File: config.mk
export PLATFORM = sky130hd
export DESIGN_NAME = scs_slave
export DESIGN_NICKNAME = d
export VERILOG_FILES = /design/src/scs_pkg.sv /design/src/scs_slave.sv /design/src/scs_ram.sv
export SDC_FILE = /design/constraint.sdc
export NUM_CORES = 1
export LEC_CHECK = 0
export BUFFER_PORTS_ARGS = -buffer_cell sky130_fd_sc_hd__clkbuf_2
export CAP_MARGIN = 10
export CORE_AREA = 2 2 245 247
export DETAILED_ROUTE_END_ITERATION = 6
export DIE_AREA = 0 0 247 249
export PLACE_DENSITY = 0.57
export REMOVE_ABC_BUFFERS = 1
export SYNTH_ARGS = -nofsm -noshare
export SYNTH_HDL_FRONTEND = slang
export SYNTH_HIERARCHICAL = 1
export SYNTH_SLANG_ARGS = --single-unit
File: constraint.sdc
create_clock -name clk -period 4.1 [get_ports clk]
set_input_delay 0.82 -clock clk [delete_from_list [all_inputs] [get_ports clk]]
set_output_delay 0.82 -clock clk [all_outputs]
set_load 0.01 [all_outputs]
File: src/scs_pkg.sv
// Shared constants, types and helpers of the slow-control packet slave
package scs_pkg;
    // Packet layout
    localparam logic [3:0] POS_SOF  = 4'h0;
    localparam logic [3:0] POS_DST  = 4'h1;
    localparam logic [3:0] POS_SRC  = 4'h2;
    localparam logic [3:0] POS_INS  = 4'h3;
    localparam logic [3:0] POS_PAY  = 4'h4;
    localparam logic [3:0] POS_CRC  = 4'hf;
    localparam logic [7:0] SOF_BYTE    = 8'h40;
    localparam logic [7:0] MASTER_ADDR = 8'hc0;
    localparam logic [7:0] MAX_SLOT    = 8'h27;

    // Checksum: x^8+x^2+x+1, zero start, msb first
    localparam logic [7:0] CRC_POLY = 8'h07;
    localparam logic [7:0] CRC_INIT = 8'h00;

    // Instruction codes
    localparam logic [7:0] INS_SET_DAC  = 8'h00;
    localparam logic [7:0] INS_RD_DAC   = 8'h01;
    localparam logic [7:0] INS_RD_RATES = 8'h02;
    localparam logic [7:0] INS_SET_EN   = 8'h03;
    localparam logic [7:0] INS_RD_EN    = 8'h04;
    localparam logic [7:0] INS_PING     = 8'h05;
    localparam logic [7:0] INS_SET_MODE = 8'h06;
    localparam logic [7:0] INS_RD_MODE  = 8'h07;
    localparam logic [7:0] INS_LIMIT    = 8'h08;

    // Register RAM map
    localparam logic [4:0] RA_ENABLE   = 5'h00;
    localparam logic [4:0] RA_RATES    = 5'h08;
    localparam logic [4:0] RA_RATES_END = 5'h11;
    localparam logic [4:0] RA_DAC      = 5'h12;
    localparam logic [4:0] RA_DAC_END  = 5'h1b;
    localparam logic [4:0] RA_PRESCALE = 5'h1c;
    localparam logic [4:0] RA_OVF      = 5'h1d;
    localparam logic [4:0] RA_CRC_ERR  = 5'h1e;
    localparam logic [4:0] RA_SPARE    = 5'h1f;

    // Bytes moved per instruction
    localparam logic [3:0] N_ENABLE   = 4'h8;
    localparam logic [3:0] N_RATES    = 4'ha;
    localparam logic [3:0] N_RATES_RD = 4'hb;
    localparam logic [3:0] N_DAC      = 4'ha;
    localparam logic [3:0] N_PRESCALE = 4'h1;
    localparam logic [3:0] N_CNTMODE  = 4'h2;

    // Register defaults written after clock lock
    localparam logic [7:0] DEF_EN_LO    = 8'hff;
    localparam logic [7:0] DEF_EN_HI    = 8'h01;
    localparam logic [7:0] DEF_DAC_LO   = 8'h00;
    localparam logic [7:0] DEF_DAC_HI   = 8'h00;
    localparam logic [7:0] DEF_PRESCALE = 8'h00;
    localparam logic [7:0] DEF_OTHER    = 8'h00;
    localparam logic [3:0] DAC_HI_MASK  = 4'h0;

    // Timing
    localparam int CLK_KHZ     = 125000;
    localparam int TIMEOUT_US  = 2000;
    localparam int TIMEOUT_CYC = TIMEOUT_US * (CLK_KHZ / 1000);
    localparam int TIMER_W     = 18;

    // Completed counts: five 16-bit counters and their overflow flags
    typedef struct packed {
        logic [4:0]       ovf;
        logic [4:0][15:0] cnt;
    } scs_counts_t;

    // One settings byte handed to the units that apply it
    typedef struct packed {
        logic [4:0] addr;
        logic [7:0] data;
    } scs_cfg_t;

    // Checksum step over one byte
    function automatic logic [7:0] crc8_byte(input logic [7:0] crc, input logic [7:0] d);
        logic [7:0] c;
        c = crc ^ d;
        for (int i = 0; i < 8; i++) begin
            c = c[7] ? ((c << 1) ^ CRC_POLY) : (c << 1);
        end
        return c;
    endfunction
endpackage

File: src/scs_slave.sv
// Slow-control packet slave: link controller, main controller, register RAM
//
// Operation
// Only addressed master-to-slave and reply transfers
// One-byte addresses: slots 0-39, master 192
// Packets are sixteen bytes; padding ignored
// Receive time-out of 2 ms drops partial packets
// Slave transmits only to answer its packet
// Reply echoes packet with addresses swapped
// Byte zero is the 0x40 start delimiter
// Layout: dest, source, instruction, payload, checksum
// CRC-8 x^8+x^2+x+1 over bytes 0-14
// Bad CRC: no reply, bump error counter
// Master retransmits after its own time-out
// Codes 00, 03, 06 write settings
// Codes 01, 02, 04, 07 read registers
// Code 05 answers with plain echo
// Main controller idles until clocks lock
// Initialise all registers, then run
// Run left for counts or commands only; the code also leaves it for CRC errors
// Link rests receiving with receiver enabled
// Notify main, await ready, transmit, receive
// Only main controller touches register RAM
// Read-only registers ignore master writes
// Converter values 12 bits, top nibble zero
// Foreign destination silently discarded
// CRC zero start, msb first; resync
`timescale 1ns/1ps
module scs_slave #(
    parameter int TIMEOUT_CYC = scs_pkg::TIMEOUT_CYC
) (
    // Clock, reset, enable
    input  wire logic                 clk,
    input  wire logic                 rst,
    input  wire logic                 ce,
    // Board pins
    input  wire logic                 clk_locked,
    input  wire logic [7:0]           slot_addr,
    // Bytes from the line receiver
    input  wire logic                 rx_valid,
    input  wire logic [7:0]           rx_data,
    // Bytes to the line driver
    output logic                      tx_valid,
    input  wire logic                 tx_ready,
    output logic [7:0]                tx_data,
    output logic                      rx_en,
    output logic                      drive_en,
    // Completed counts from the counter datapath
    input  wire logic                 counts_valid,
    input  wire scs_pkg::scs_counts_t counts,
    // Settings bytes to the converter, enable and prescale units
    output logic                      cfg_valid,
    output scs_pkg::scs_cfg_t         cfg,
    output logic                      running
);
    typedef enum logic [7:0] {
        M_IDLE = 8'h01, M_INIT = 8'h02, M_RUN = 8'h04, M_STORE = 8'h08,
        M_ERR = 8'h10, M_CMD = 8'h20, M_CONFIG = 8'h40, M_DONE = 8'h80
    } scs_main_t;
    typedef enum logic [2:0] {L_RX = 3'b001, L_WAIT = 3'b010, L_TX = 3'b100} scs_link_t;

    // Bytes moved by each instruction
    function automatic logic [3:0] cmd_len(input logic [7:0] ins);
        case (ins)
            scs_pkg::INS_SET_DAC, scs_pkg::INS_RD_DAC: cmd_len = scs_pkg::N_DAC;
            scs_pkg::INS_RD_RATES: cmd_len = scs_pkg::N_RATES_RD;
            scs_pkg::INS_SET_EN, scs_pkg::INS_RD_EN: cmd_len = scs_pkg::N_ENABLE;
            scs_pkg::INS_SET_MODE: cmd_len = scs_pkg::N_PRESCALE;
            scs_pkg::INS_RD_MODE: cmd_len = scs_pkg::N_CNTMODE;
            default: cmd_len = 4'h0;
        endcase
    endfunction

    // Register address of payload byte idx for an instruction
    function automatic logic [4:0] ram_addr(input logic [7:0] ins, input logic [3:0] idx);
        case (ins)
            scs_pkg::INS_SET_DAC, scs_pkg::INS_RD_DAC: ram_addr = scs_pkg::RA_DAC + 5'(idx);
            scs_pkg::INS_RD_RATES:
                ram_addr = (idx < scs_pkg::N_RATES) ? scs_pkg::RA_RATES + 5'(idx)
                                                    : scs_pkg::RA_OVF;
            scs_pkg::INS_SET_EN, scs_pkg::INS_RD_EN: ram_addr = scs_pkg::RA_ENABLE + 5'(idx);
            scs_pkg::INS_SET_MODE: ram_addr = scs_pkg::RA_PRESCALE;
            scs_pkg::INS_RD_MODE:
                ram_addr = (idx == 4'h0) ? scs_pkg::RA_PRESCALE : scs_pkg::RA_OVF;
            default: ram_addr = scs_pkg::RA_SPARE;
        endcase
    endfunction

    function automatic logic is_write(input logic [7:0] ins);
        return ins == scs_pkg::INS_SET_DAC || ins == scs_pkg::INS_SET_EN ||
               ins == scs_pkg::INS_SET_MODE;
    endfunction

    function automatic logic dac_hi(input logic [4:0] a);
        return a >= scs_pkg::RA_DAC && a <= scs_pkg::RA_DAC_END && a[0];
    endfunction

    function automatic logic [7:0] ram_default(input logic [4:0] a);
        if (a <= scs_pkg::RA_RATES - 5'h01) begin
            return a[0] ? scs_pkg::DEF_EN_HI : scs_pkg::DEF_EN_LO;
        end else if (a >= scs_pkg::RA_DAC && a <= scs_pkg::RA_DAC_END) begin
            return a[0] ? scs_pkg::DEF_DAC_HI : scs_pkg::DEF_DAC_LO;
        end else if (a == scs_pkg::RA_PRESCALE) begin
            return scs_pkg::DEF_PRESCALE;
        end
        return scs_pkg::DEF_OTHER;
    endfunction

    // Pin synchronisers; first stage read only by the second
    logic       lock_m_q, lock_s_q;
    logic [7:0] slot_m_q, slot_s_q;
    always_ff @(posedge clk) begin
        if (rst) begin
            lock_m_q <= 1'b0;
            lock_s_q <= 1'b0;
            slot_m_q <= 8'h00;
            slot_s_q <= 8'h00;
        end else if (ce) begin
            lock_m_q <= clk_locked;
            lock_s_q <= lock_m_q;
            slot_m_q <= slot_addr;
            slot_s_q <= slot_m_q;
        end
    end

    // Memories and their port drives
    logic       ram_we, pkt_we;
    logic [4:0] ram_wa, ram_ra;
    logic [3:0] pkt_wa, pkt_ra;
    logic [7:0] ram_wd, pkt_wd, ram_rd, pkt_rd;

    scs_ram #(.DEPTH(32), .AW(5)) u_regs (
        .clk(clk), .ce(ce), .we(ram_we), .waddr(ram_wa), .wdata(ram_wd),
        .raddr(ram_ra), .rdata_q(ram_rd)
    );
    scs_ram #(.DEPTH(16), .AW(4)) u_pkt (
        .clk(clk), .ce(ce), .we(pkt_we), .waddr(pkt_wa), .wdata(pkt_wd),
        .raddr(pkt_ra), .rdata_q(pkt_rd)
    );

    // Link controller state
    scs_link_t                   lnk_q;
    logic [3:0]                  rx_cnt_q, tx_idx_q;
    logic [7:0]                  crc_q, dst_q, src_q, ins_q, tx_data_q, tx_crc_q;
    logic [scs_pkg::TIMER_W-1:0] tmr_q;
    logic                        cmd_go_q, err_go_q, tx_ph_q, tx_valid_q;
    // Main controller state
    scs_main_t                   mst_q;
    logic [4:0]                  idx_q;
    logic                        ph_q, cmd_pend_q, err_pend_q, cnt_pend_q;
    scs_pkg::scs_counts_t        cnt_hold_q;
    logic                        main_ready;

    wire rx_take  = lnk_q == L_RX && rx_valid &&
                    (rx_cnt_q != scs_pkg::POS_SOF || rx_data == scs_pkg::SOF_BYTE);
    wire rx_last  = rx_take && rx_cnt_q == scs_pkg::POS_CRC;
    wire dst_ok   = dst_q == slot_s_q && slot_s_q <= scs_pkg::MAX_SLOT;
    wire crc_ok   = crc_q == rx_data;
    wire tmr_hit  = tmr_q == scs_pkg::TIMER_W'(TIMEOUT_CYC - 1);
    wire [3:0] len = cmd_len(ins_q);
    wire       cmd_wr = is_write(ins_q);

    // Receiver: byte count, header capture, running checksum, time-out
    always_ff @(posedge clk) begin
        if (rst) begin
            rx_cnt_q <= 4'h0;
            crc_q    <= scs_pkg::CRC_INIT;
            dst_q    <= 8'h00;
            src_q    <= 8'h00;
            ins_q    <= 8'h00;
            tmr_q    <= '0;
        end else if (ce) begin
            if (rx_take) begin
                rx_cnt_q <= rx_cnt_q + 4'h1;
                tmr_q    <= '0;
                crc_q    <= (rx_cnt_q == scs_pkg::POS_SOF) ?
                            scs_pkg::crc8_byte(scs_pkg::CRC_INIT, rx_data) :
                            scs_pkg::crc8_byte(crc_q, rx_data);
                if (rx_cnt_q == scs_pkg::POS_DST) dst_q <= rx_data;
                if (rx_cnt_q == scs_pkg::POS_SRC) src_q <= rx_data;
                if (rx_cnt_q == scs_pkg::POS_INS) ins_q <= rx_data;
            end else if (rx_cnt_q != scs_pkg::POS_SOF) begin
                if (tmr_hit) begin
                    rx_cnt_q <= scs_pkg::POS_SOF;
                    tmr_q    <= '0;
                end else begin
                    tmr_q <= tmr_q + 1'b1;
                end
            end
        end
    end

    // Link sequence: receive, wait for main, transmit the answer
    always_ff @(posedge clk) begin
        if (rst) begin
            lnk_q    <= L_RX;
            cmd_go_q <= 1'b0;
            err_go_q <= 1'b0;
        end else if (ce) begin
            cmd_go_q <= 1'b0;
            err_go_q <= 1'b0;
            case (lnk_q)
                L_RX: begin
                    // Foreign packets are dropped before the checksum verdict
                    if (rx_last && dst_ok) begin
                        if (!crc_ok) begin
                            err_go_q <= 1'b1;
                        end else if (ins_q < scs_pkg::INS_LIMIT) begin
                            cmd_go_q <= 1'b1;
                            lnk_q    <= L_WAIT;
                        end
                    end
                end
                L_WAIT: if (main_ready) lnk_q <= L_TX;
                L_TX: begin
                    if (tx_valid_q && tx_ready && tx_idx_q == scs_pkg::POS_CRC) begin
                        lnk_q <= L_RX;
                    end
                end
                default: lnk_q <= L_RX;
            endcase
        end
    end

    // Transmitter: fetch, present, handshake; checksum recomputed
    always_ff @(posedge clk) begin
        if (rst) begin
            tx_idx_q   <= 4'h0;
            tx_ph_q    <= 1'b0;
            tx_valid_q <= 1'b0;
            tx_data_q  <= 8'h00;
            tx_crc_q   <= scs_pkg::CRC_INIT;
        end else if (ce) begin
            if (lnk_q != L_TX) begin
                tx_idx_q   <= 4'h0;
                tx_ph_q    <= 1'b0;
                tx_valid_q <= 1'b0;
                tx_crc_q   <= scs_pkg::CRC_INIT;
            end else if (tx_valid_q) begin
                if (tx_ready) begin
                    tx_valid_q <= 1'b0;
                    tx_idx_q   <= tx_idx_q + 4'h1;
                    // Swapped addresses change the sum, so it is rebuilt per sent byte
                    tx_crc_q   <= scs_pkg::crc8_byte(tx_crc_q, tx_data_q);
                end
            end else if (!tx_ph_q) begin
                tx_ph_q <= 1'b1;
            end else begin
                tx_ph_q    <= 1'b0;
                tx_valid_q <= 1'b1;
                tx_data_q  <= (tx_idx_q == scs_pkg::POS_CRC) ? tx_crc_q : pkt_rd;
            end
        end
    end

    // Packet buffer ports: receiver and transmitter never overlap main use
    always_comb begin
        pkt_we = 1'b0;
        pkt_wa = rx_cnt_q;
        pkt_wd = rx_data;
        pkt_ra = tx_idx_q;
        if (lnk_q == L_RX) begin
            pkt_we = rx_take;
        end else if (lnk_q == L_TX) begin
            if (tx_idx_q == scs_pkg::POS_DST) pkt_ra = scs_pkg::POS_SRC;
            if (tx_idx_q == scs_pkg::POS_SRC) pkt_ra = scs_pkg::POS_DST;
        end else if (mst_q == M_CMD) begin
            pkt_ra = scs_pkg::POS_PAY + idx_q[3:0];
            pkt_we = ph_q && !cmd_wr;
            pkt_wa = scs_pkg::POS_PAY + idx_q[3:0];
            pkt_wd = ram_rd;
        end
    end

    // Pending events; a set in the clearing cycle wins
    always_ff @(posedge clk) begin
        if (rst) begin
            cmd_pend_q <= 1'b0;
            err_pend_q <= 1'b0;
            cnt_pend_q <= 1'b0;
            cnt_hold_q <= '0;
        end else if (ce) begin
            // Cleared on the way back to running; a ping never visits the command state
            cmd_pend_q <= cmd_go_q || (cmd_pend_q && mst_q != M_DONE);
            err_pend_q <= err_go_q || (err_pend_q && mst_q != M_ERR);
            cnt_pend_q <= counts_valid || (cnt_pend_q && mst_q != M_STORE);
            if (counts_valid) cnt_hold_q <= counts;
        end
    end

    // Main controller sequence
    always_ff @(posedge clk) begin
        if (rst) begin
            mst_q <= M_IDLE;
            idx_q <= 5'h00;
            ph_q  <= 1'b0;
        end else if (ce) begin
            case (mst_q)
                M_IDLE: if (lock_s_q) mst_q <= M_INIT;
                M_INIT: begin
                    idx_q <= idx_q + 5'h01;
                    if (idx_q == scs_pkg::RA_SPARE) mst_q <= M_RUN;
                end
                M_RUN: begin
                    idx_q <= 5'h00;
                    ph_q  <= 1'b0;
                    if (cmd_pend_q) mst_q <= (len == 4'h0) ? M_DONE : M_CMD;
                    else if (err_pend_q) mst_q <= M_ERR;
                    else if (cnt_pend_q) mst_q <= M_STORE;
                end
                M_STORE: begin
                    idx_q <= idx_q + 5'h01;
                    if (idx_q[3:0] == scs_pkg::N_RATES) mst_q <= M_RUN;
                end
                M_ERR: begin
                    ph_q <= ~ph_q;
                    if (ph_q) mst_q <= M_RUN;
                end
                M_CMD, M_CONFIG: begin
                    ph_q <= ~ph_q;
                    if (ph_q) begin
                        idx_q <= idx_q + 5'h01;
                        if (idx_q[3:0] == len - 4'h1) begin
                            idx_q <= 5'h00;
                            mst_q <= (mst_q == M_CMD && cmd_wr) ? M_CONFIG : M_DONE;
                        end
                    end
                end
                M_DONE: mst_q <= M_RUN;
                default: mst_q <= M_IDLE;
            endcase
        end
    end

    assign main_ready = mst_q == M_DONE;

    // Register RAM ports, driven only from the main controller
    always_comb begin
        ram_we = 1'b0;
        ram_wa = idx_q;
        ram_wd = ram_default(idx_q);
        ram_ra = ram_addr(ins_q, idx_q[3:0]);
        case (mst_q)
            M_INIT: ram_we = 1'b1;
            M_STORE: begin
                ram_we = 1'b1;
                ram_wa = ram_addr(scs_pkg::INS_RD_RATES, idx_q[3:0]);
                ram_wd = (idx_q[3:0] < scs_pkg::N_RATES) ?
                         cnt_hold_q.cnt[idx_q[3:1]][idx_q[0]*8 +: 8] : {3'h0, cnt_hold_q.ovf};
            end
            M_ERR: begin
                ram_ra = scs_pkg::RA_CRC_ERR;
                ram_we = ph_q;
                ram_wa = scs_pkg::RA_CRC_ERR;
                ram_wd = ram_rd + 8'h01;
            end
            M_CMD: begin
                // Only set codes write, and their map holds no read-only byte
                ram_we = ph_q && cmd_wr;
                ram_wa = ram_addr(ins_q, idx_q[3:0]);
                ram_wd = dac_hi(ram_wa) ? {scs_pkg::DAC_HI_MASK, pkt_rd[3:0]} : pkt_rd;
            end
            default: ;
        endcase
    end

    // Settings stream after a write command
    always_ff @(posedge clk) begin
        if (rst) begin
            cfg_valid <= 1'b0;
            cfg       <= '0;
        end else if (ce) begin
            cfg_valid <= mst_q == M_CONFIG && ph_q;
            if (mst_q == M_CONFIG && ph_q) begin
                cfg.addr <= ram_ra;
                cfg.data <= ram_rd;
            end
        end
    end

    assign tx_valid = tx_valid_q;
    assign tx_data  = tx_data_q;
    assign rx_en    = lnk_q == L_RX;
    assign drive_en = lnk_q == L_TX;
    assign running  = mst_q == M_RUN;

    // Checks
    a_tx_only_reply: assert property (@(posedge clk) disable iff (rst)
        tx_valid |-> drive_en && !rx_en) else $error("transmit outside reply");
    a_start_delim: assert property (@(posedge clk) disable iff (rst)
        tx_valid && tx_idx_q == scs_pkg::POS_SOF |-> tx_data == scs_pkg::SOF_BYTE)
        else $error("reply does not open with delimiter");
    a_addr_swap: assert property (@(posedge clk) disable iff (rst)
        tx_valid && tx_idx_q == scs_pkg::POS_DST |-> tx_data == src_q)
        else $error("reply destination is not the sender");
    a_bad_crc_silent: assert property (@(posedge clk) disable iff (rst)
        err_go_q |-> lnk_q == L_RX) else $error("bad packet left receive state");
    a_err_counted: assert property (@(posedge clk) disable iff (rst)
        ce && err_go_q && mst_q == M_RUN && !cmd_pend_q && !cnt_pend_q |=> ##1 mst_q == M_ERR)
        else $error("error count not started");
    a_cmd_addressed: assert property (@(posedge clk) disable iff (rst)
        cmd_go_q |-> dst_q == slot_s_q && $past(crc_ok)) else $error("foreign or bad command");
    a_idle_unlocked: assert property (@(posedge clk) disable iff (rst)
        mst_q == M_IDLE && !lock_s_q |=> mst_q == M_IDLE) else $error("left idle before lock");
    a_timeout_drop: assert property (@(posedge clk) disable iff (rst)
        ce && tmr_hit && !rx_take && rx_cnt_q != scs_pkg::POS_SOF |=> rx_cnt_q == scs_pkg::POS_SOF)
        else $error("time-out did not drop packet");
    a_ro_untouched: assert property (@(posedge clk) disable iff (rst)
        ram_we && mst_q == M_CMD |-> !(ram_wa >= scs_pkg::RA_RATES && ram_wa <= scs_pkg::RA_RATES_END)
        && ram_wa != scs_pkg::RA_OVF && ram_wa != scs_pkg::RA_CRC_ERR)
        else $error("master wrote read-only register");
    a_dac_nibble: assert property (@(posedge clk) disable iff (rst)
        cfg_valid && dac_hi(cfg.addr) |-> cfg.data[7:4] == scs_pkg::DAC_HI_MASK)
        else $error("converter high nibble not zero");
    a_back_to_run: assert property (@(posedge clk) disable iff (rst)
        ce && mst_q == M_DONE |=> mst_q == M_RUN ##1 lnk_q == L_TX || !ce)
        else $error("command did not return to running");

    c_ping_reply: cover property (@(posedge clk) disable iff (rst)
        cmd_go_q && ins_q == scs_pkg::INS_PING ##[1:60] tx_valid && tx_ready);
    c_bad_crc: cover property (@(posedge clk) disable iff (rst) err_go_q);
    c_config: cover property (@(posedge clk) disable iff (rst) cfg_valid && dac_hi(cfg.addr));
    c_store: cover property (@(posedge clk) disable iff (rst) mst_q == M_STORE);
endmodule

File: src/scs_ram.sv
// Small simple dual-port byte memory with registered read data
`timescale 1ns/1ps
module scs_ram #(
    parameter int DEPTH = 32,
    parameter int AW    = 5
) (
    // Clock and enable
    input  wire logic          clk,
    input  wire logic          ce,
    // Write port
    input  wire logic          we,
    input  wire logic [AW-1:0] waddr,
    input  wire logic [7:0]    wdata,
    // Read port
    input  wire logic [AW-1:0] raddr,
    output logic [7:0]         rdata_q
);
    logic [7:0] mem [DEPTH];

    // Contents need no reset; every byte is written before its value is used
    always_ff @(posedge clk) begin
        if (ce && we) begin
            mem[waddr] <= wdata;
        end
    end

    // Read data from a register, one cycle after the address
    always_ff @(posedge clk) begin
        if (ce) begin
            rdata_q <= mem[raddr];
        end
    end
endmodule

==> flow_metrics.py, run 1 <==
metrics = {
    "place": {
        "dp_slack_ps": 424,
        "hpwl_um": 44500,
        "place.gp.congestion": 0.864,
        "dpl.cell_count": 2881,
        "portBuffers": 133,
    },
    "setup_path": {
        "cp_max_fo": 65,
        "rr_startpoint": "idx_q[2]",
        "crit_required_ps": 4450,
        "critPathCaptureType": "flip-flop",
        "setup.worst_path.start": "idx_q[2]",
        "critPathKind": "flip-flop to flip-flop",
        "start_kind": "flip-flop",
        "r2r_slack_ps": 380,
        "cp_data_arrival_time_ps": 4070,
    },
    "finish": {
        "final_layout_size_suffix_gt1_frac": 0.218,
        "layout.nets": 2309,
        "finalNonFillerCells": 3002,
        "area_growth_pct": 15.9,
        "diodes": 0,
        "fillers": 4930,
    },
    "yosys": {
        "synthCells": 1996,
        "ys.flop_type": "edfxtp_1",
        "synth-edff-count": 400,
        "yosys_warnings": 6,
        "avgSynthCellArea_um2": 13.2,
        "syn-cell-area_um2": 26300,
        "yosysSeqAreaShare": 0.615,
        "synth-seq-cells": 607,
        "async_flop_share": 0,
        "synth_cell_type_count": 76,
    },
    "grt": {
        "grt.overflow.total": 0,
        "grt_pass1_wl_um": 102000,
        "track_usage": 0.220,
        "antenna_found_initial": 0,
        "grt_max_degree": 98,
        "grt_pass1_vias": 16668,
    },
    "clock_tree": {
        "clkTransAtPathRegs_ps": 60,
        "postCtsSetupRepairBufs": 0,
        "clock_latency_ps": 600,
        "cts_tree": "yes",
        "clock_sinks": 607,
        "numCtsBuffers": 67,
        "cts_hold_buf": 0,
        "ctsResizeCount": 0,
        "htreeDepth": 3,
        "cts-root-buf": "clkbuf_16",
        "cts.path.max_buffers": 3,
    },
    "sta": {
        "period_needed_ps": 3720,
        "relSlewSlack": 0.171,
        "finalHoldViolations": 0,
        "finalCritPeriodShare": 0.908,
        "clock_skew_ps": 16.7,
        "slew_viol_final": 0,
        "timing.fmax_mhz": 269,
        "rsz0062_at_grt": "no",
        "finalSetupViolations": 0,
        "hold_ws_ps": 443,
        "tightest_slew_ps": 1230,
        "setup_ws_ps": 376,
    },
    "run_status": {
        "status": "complete, no violations",
    },
    "hold_path": {
        "hold_path_class": "primary input to flip-flop",
        "worstHoldStart": "counts[0]",
    },
    "die": {
        "pin_count": 134,
        "fp-row-count": 89,
        "start_util": 0.447,
        "die-area_um2": 61500,
        "die_h_um": 249,
        "die_x_um": 247,
        "coreArea_um2": 58700,
    },
    "drt": {
        "first_pass_iters": 5,
        "drcViolationCount": 0,
        "viasPerCell": 5.62,
        "route.final.wire_length_um": 67600,
        "first_iter_violations": 1368,
        "vias": 16882,
        "wire_per_inst_um": 22.5,
        "ant_nets": 0,
    },
    "pwr": {
        "peakVddDrop_v": 0.000307,
        "p_leak_nw": 10.3,
        "power_density_nw_per_um2": 440,
        "power.total_mw": 13.4,
    },
    "run": {
        "max_cap_violations": 0,
    },
}
[report_power, final]
group	switching, mW	total (mW)	internal, mW
sequential	0.0626	6.63	6.56
combinational	0.371	0.622	0.252
clock	2.40	6.13	3.72
[metal layers]
layer | share of wire | routed length [um] | global-route usage | vias to the layer above
met3 | 0.051 | 3470 | 0.0342 | 103
met2 | 0.47 | 32100 | 0.349 | 461
met5 | 0 | 0 | 0 | -
li1 | - | - | - | 7812
met1 | 0.45 | 30400 | 0.311 | 8506
met4 | 0.024 | 1640 | 0.0682 | 0
[registers in the layout, summed over array words and instances (netlist names), 5 cells and up]
name / flops
cfg: 13
cnt_hold_q: 85
crc_q: 8
dst_q: 8
idx_q: 5
ins_q: 8
mst_q: 8
slot_m_q: 8
slot_s_q: 8
tmr_q: 18
tx_crc_q: 8
tx_data: 8
u_pkt/mem: 128
u_pkt/rdata_q: 8
u_regs/mem: 256
u_regs/rdata_q: 8
[cells in the mapped netlist (all sizes together) (4+ instances only)]
cell type	count	share of area
nor4	8	0.0025
nand3	40	0.0080
a31o	4	0.0013
clkbuf	61	0.0087
a31oi	5	0.0012
a22oi	26	0.0076
inv	26	0.0037
ha	24	0.011
o22ai	6	0.0014
o211ai	16	0.0046
buf	51	0.011
a211oi	7	0.0020
nand2	277	0.040
nor2b	9	0.0021
nor4b	4	0.0013
mux4	122	0.11
nand4b	13	0.0046
mux2i	71	0.027
o21ai	49	0.0096
edfxtp	400	0.46
dfxtp	207	0.16
and3	6	0.0014
nor3	17	0.0038
nand4	14	0.0033
nand3b	7	0.0020
and4	5	0.0017
or3	7	0.0017
o221ai	11	0.0037
nor3b	7	0.0028
nand2b	17	0.0041
xnor2	47	0.016
nor2	176	0.025
or3b	4	0.0013
a21oi	153	0.029
xor2	38	0.013
mux2	11	0.0047
and2	11	0.0026
[critical path: stages (launching register included)]
cell      delay (ps)
dfxtp_1          330
inv_1            150
ha_1             170
a21oi_1          120
and2_1           230
o221ai_1         280
nand2b_2         190
buf_4            720
mux4_2           420
mux4_2           540
mux2_2           280
[logic make-up (layout without fill, tap and decap cells)]
| logic type | after synthesis | after routing | share of synthesized area |
|---|---|---|---|
| and+or+nand+nor | 629 | 629 | 0.111 |
| DFF | 607 | 607 | 0.615 |
| AOI/OAI and AO/OA | 304 | 304 | 0.0705 |
| muxes | 204 | 204 | 0.138 |
| buffers and inverters | 142 | 375 | 0.0243 |
| xor gates and xnor gates | 86 | 86 | 0.0293 |
| adders and majority gates | 24 | 24 | 0.0114 |
[placed cells by master, fill, tap and decap left out, types with 10 or more instances in the layout]
master,Yosys,layout
a21oi_1,152,152
a22oi_1,25,25
buf_4,7,89
clkbuf_1,61,18
clkbuf_16,0,71
clkbuf_2,0,131
clkinv_2,0,10
dfxtp_1,207,205
edfxtp_1,400,400
ha_1,24,24
inv_1,26,26
mux2_2,11,11
mux2i_1,71,71
mux4_1,14,14
mux4_2,108,108
nand2_1,276,275
nand2b_1,17,16
nand3_1,38,37
nand4_1,14,14
nand4b_1,12,12
nor2_1,175,175
nor3_1,14,14
o211ai_1,16,16
o21ai_0,45,45
o221ai_1,11,11
xnor2_1,47,47
xor2_1,38,38
[worst paths after layout]
path                                           to  cells after the start
worst max register to register  u_regs/rdata_q[0]                     10
worst min-delay path                cnt_hold_q[0]                      3
worst min register to register     cnt_hold_q[49]                      2
worst max-delay path            u_regs/rdata_q[0]                     10
[layout make-up]
type                            count  area (um^2)  share of cell area
Clock buffer                       98         1970              0.0647
Clock inverter                     23          303             0.00995
Inverter                           27          101             0.00333
Multi-Input combinational cell   1247         9480               0.311
Sequential cell                   607        16200               0.531
Tap cell                          773          967              0.0318
Timing Repair Buffer              227         1460              0.0478
[per-stage QoR]
| step | setup TNS, ps | util | cell area, um^2 |
|---|---|---|---|
| global route | 0 | 0.519 | 30400 |
| CTS | 0 | 0.519 | 30400 |
| floorplan | -308730 | - | 25700 |
| global placement | 0 | 0.480 | 28200 |
| finish | 0 | 0.519 | 30400 |
| detailed placement | 0 | 0.480 | 28200 |
(Power assumes the default switching activity.)
==> run 2: changes to the inputs <==
Settings changed: GPL_ROUTABILITY_DRIVEN set to 0, MAX_ROUTING_LAYER set to met4.
==> run 2 against run 1 <==
Against the previous run:
- die area unchanged
- critical path type unchanged
- sequential share of layout area increased by 0.34 points
- highest routed layer unchanged
- critical path depth decreased by 2
- worst setup slack got worse by 2.0 ps
- combinational power decreased by 1%
==> flow_metrics.py, run 2 (synthesis gave the netlist of run 1 again) <==
metrics = {
    "run_status": {
        "status": "complete, no violations",
    },
    "setup_path": {
        "critPathCaptureType": "flip-flop",
        "r2r_slack_ps": 370,
        "cp_cell_sequence": "nand2b_1 -> or2_2 -> o221ai_1 -> and2_4 -> buf_12 -> mux4_2 -> mux4_2 -> mux2_2",
        "crit_required_ps": 4440,
        "cpMaxStageDelayCell": "dfxtp_1",
        "slowest_delay_ps": 610,
        "rr_startpoint": "ins_q[1]",
        "critPathMostFrequentCell": "mux4_2",
        "cp_data_arrival_time_ps": 4070,
        "start_kind": "flip-flop",
        "critPathKind": "flip-flop to flip-flop",
        "r2r_end": "u_regs/rdata_q[0]",
        "cp_max_fo": 35,
        "reg2regPathDepth": 8,
    },
    "place": {
        "hpwl_um": 43500,
        "dp_slack_ps": 423,
        "portBuffers": 133,
        "dpl_cell_area_um2": 28100,
    },
    "finish": {
        "reg.largest.list": "u_regs/mem: 256 flops, u_pkt/mem: 128 flops, cnt_hold_q: 85 flops",
        "area_growth_pct": 15.2,
        "layout_commonest_cell": "edfxtp_1",
        "fillers": 4930,
        "layout.nets": 2300,
        "final_cell_mix": "400 x edfxtp_1, 275 x nand2_1, 205 x dfxtp_1, 175 x nor2_1, 152 x a21oi_1",
        "utilization": 0.515,
        "top_register": "u_regs/mem",
        "diodes": 0,
        "finalInstanceArea_um2": 30200,
        "largest_reg_flops": 256,
        "final_layout_size_suffix_gt1_frac": 0.215,
    },
    "pwr": {
        "p_clk_frac": 0.447,
        "p_leak_nw": 10.2,
        "switching_share": 0.221,
        "p_seq_frac": 0.506,
        "peakVddDrop_v": 0.000302,
        "comb_power_share": 0.047,
        "p_int_mw": 10.2,
        "power_density_nw_per_um2": 433,
        "power.switching_mw": 2.89,
    },
    "drt": {
        "drcViolationCount": 0,
        "wire_per_inst_um": 22.1,
        "route.final.wire_length_um": 66100,
        "vias": 16776,
        "ant_nets": 0,
        "viasPerCell": 5.60,
        "first_iter_violations": 1365,
        "first_pass_iters": 5,
    },
    "clock_tree": {
        "cts_hold_buf": 0,
        "ctsResizeCount": 0,
        "clkTransAtPathRegs_ps": 70,
        "clock_sinks": 607,
        "clock_latency_ps": 610,
        "htreeDepth": 3,
        "cts_tree": "yes",
        "postCtsSetupRepairBufs": 0,
        "numCtsBuffers": 66,
        "cts.path.max_buffers": 3,
        "cts-root-buf": "clkbuf_16",
    },
    "sta": {
        "timing.fmax_mhz": 268,
        "tightest_slew_ps": 1190,
        "finalHoldViolations": 0,
        "finalSetupViolations": 0,
        "relSlewSlack": 0.197,
        "setup_ws_ps": 374,
        "period_needed_ps": 3730,
        "finalCritPeriodShare": 0.909,
        "slew_viol_final": 0,
        "rsz0062_at_grt": "no",
        "clock_skew_ps": 23.1,
    },
    "hold_path": {
        "worstHoldEndpoint": "cnt_hold_q[31]",
        "hold_path_depth": 3,
        "hold_path_class": "primary input to flip-flop",
        "worstHoldStart": "counts[31]",
    },
    "die": {
        "die-area_um2": 61500,
        "pin_count": 134,
        "die_h_um": 249,
        "start_util": 0.447,
        "fp-row-count": 89,
        "coreArea_um2": 58700,
        "die_x_um": 247,
    },
    "grt": {
        "grt.overflow.total": 0,
        "antenna_found_initial": 0,
        "track_usage": 0.222,
        "grt_max_degree": 96,
        "grt_pass1_vias": 16637,
        "grt_pass1_wl_um": 101000,
    },
    "run": {
        "max_cap_violations": 0,
    },
}
-- run 2: worst max path at each step --
stage                        end     start  slack (ps)  cells past startpoint
2_1_floorplan  u_regs/rdata_q[0]  idx_q[1]       -2300                      7
3_3_place_gp   u_regs/rdata_q[0]  ins_q[1]         470                      8
3_5_place_dp   u_regs/rdata_q[0]  ins_q[1]         420                      8
4_1_cts        u_regs/rdata_q[0]  ins_q[1]         390                      8
5_1_grt        u_regs/rdata_q[0]  ins_q[1]         170                      8
6_report       u_regs/rdata_q[0]  ins_q[1]         370                      8
-- run 2: worst max-delay path: cells and delay by family, from the launching register on --
family                 cells  cell delay [ps]
AND/OR/NAND/NOR            3              910
buffers and inverters      1              260
flip-flops                 1              610
AO/OA/AOI/OAI              1              290
multiplexers               3             1350
-- run 2: layout make-up --
type	instances	area, um^2	area share
clock buffer	79	1750	0.0577
clock inverter	42	382	0.0126
inverter	27	101	0.00335
multi-input combinational	1247	9480	0.313
sequential	607	16200	0.534
tap	773	967	0.0320
timing repair buffer	219	1410	0.0465
-- run 2: metrics by stage --
stage / std cells / setup TNS (ps) / power (mW) / hold slack [ps]
detailed placement: 2873 / 0 / 7.37 / 445
finish: 2994 / 0 / 13.1 / 447
global placement: 2873 / 0 / 7.36 / 440
floorplan: 1881 / -308730 / 7.11 / 427
global route: 2994 / 0 / 13.5 / 452
CTS: 2994 / 0 / 13.2 / 421
-- run 2: power by group through the flow --
stage | clock network (mW) | registers [mW] | logic [mW]
after global placement | 0 | 6.75 | 0.606
after detailed placement | 0 | 6.75 | 0.621
final | 5.84 | 6.62 | 0.616
after global routing | 6.23 | 6.63 | 0.680
after CTS | 5.97 | 6.62 | 0.623
after floorplan | 0 | 6.74 | 0.375
-- run 2: per-layer routing --
metal	vias up	GRT usage	wire length, um
met5	-	-	0
met4	0	0.0757	1940
met3	127	0.0365	3500
met2	457	0.339	30900
met1	8403	0.302	29700
li1	7789	-	-
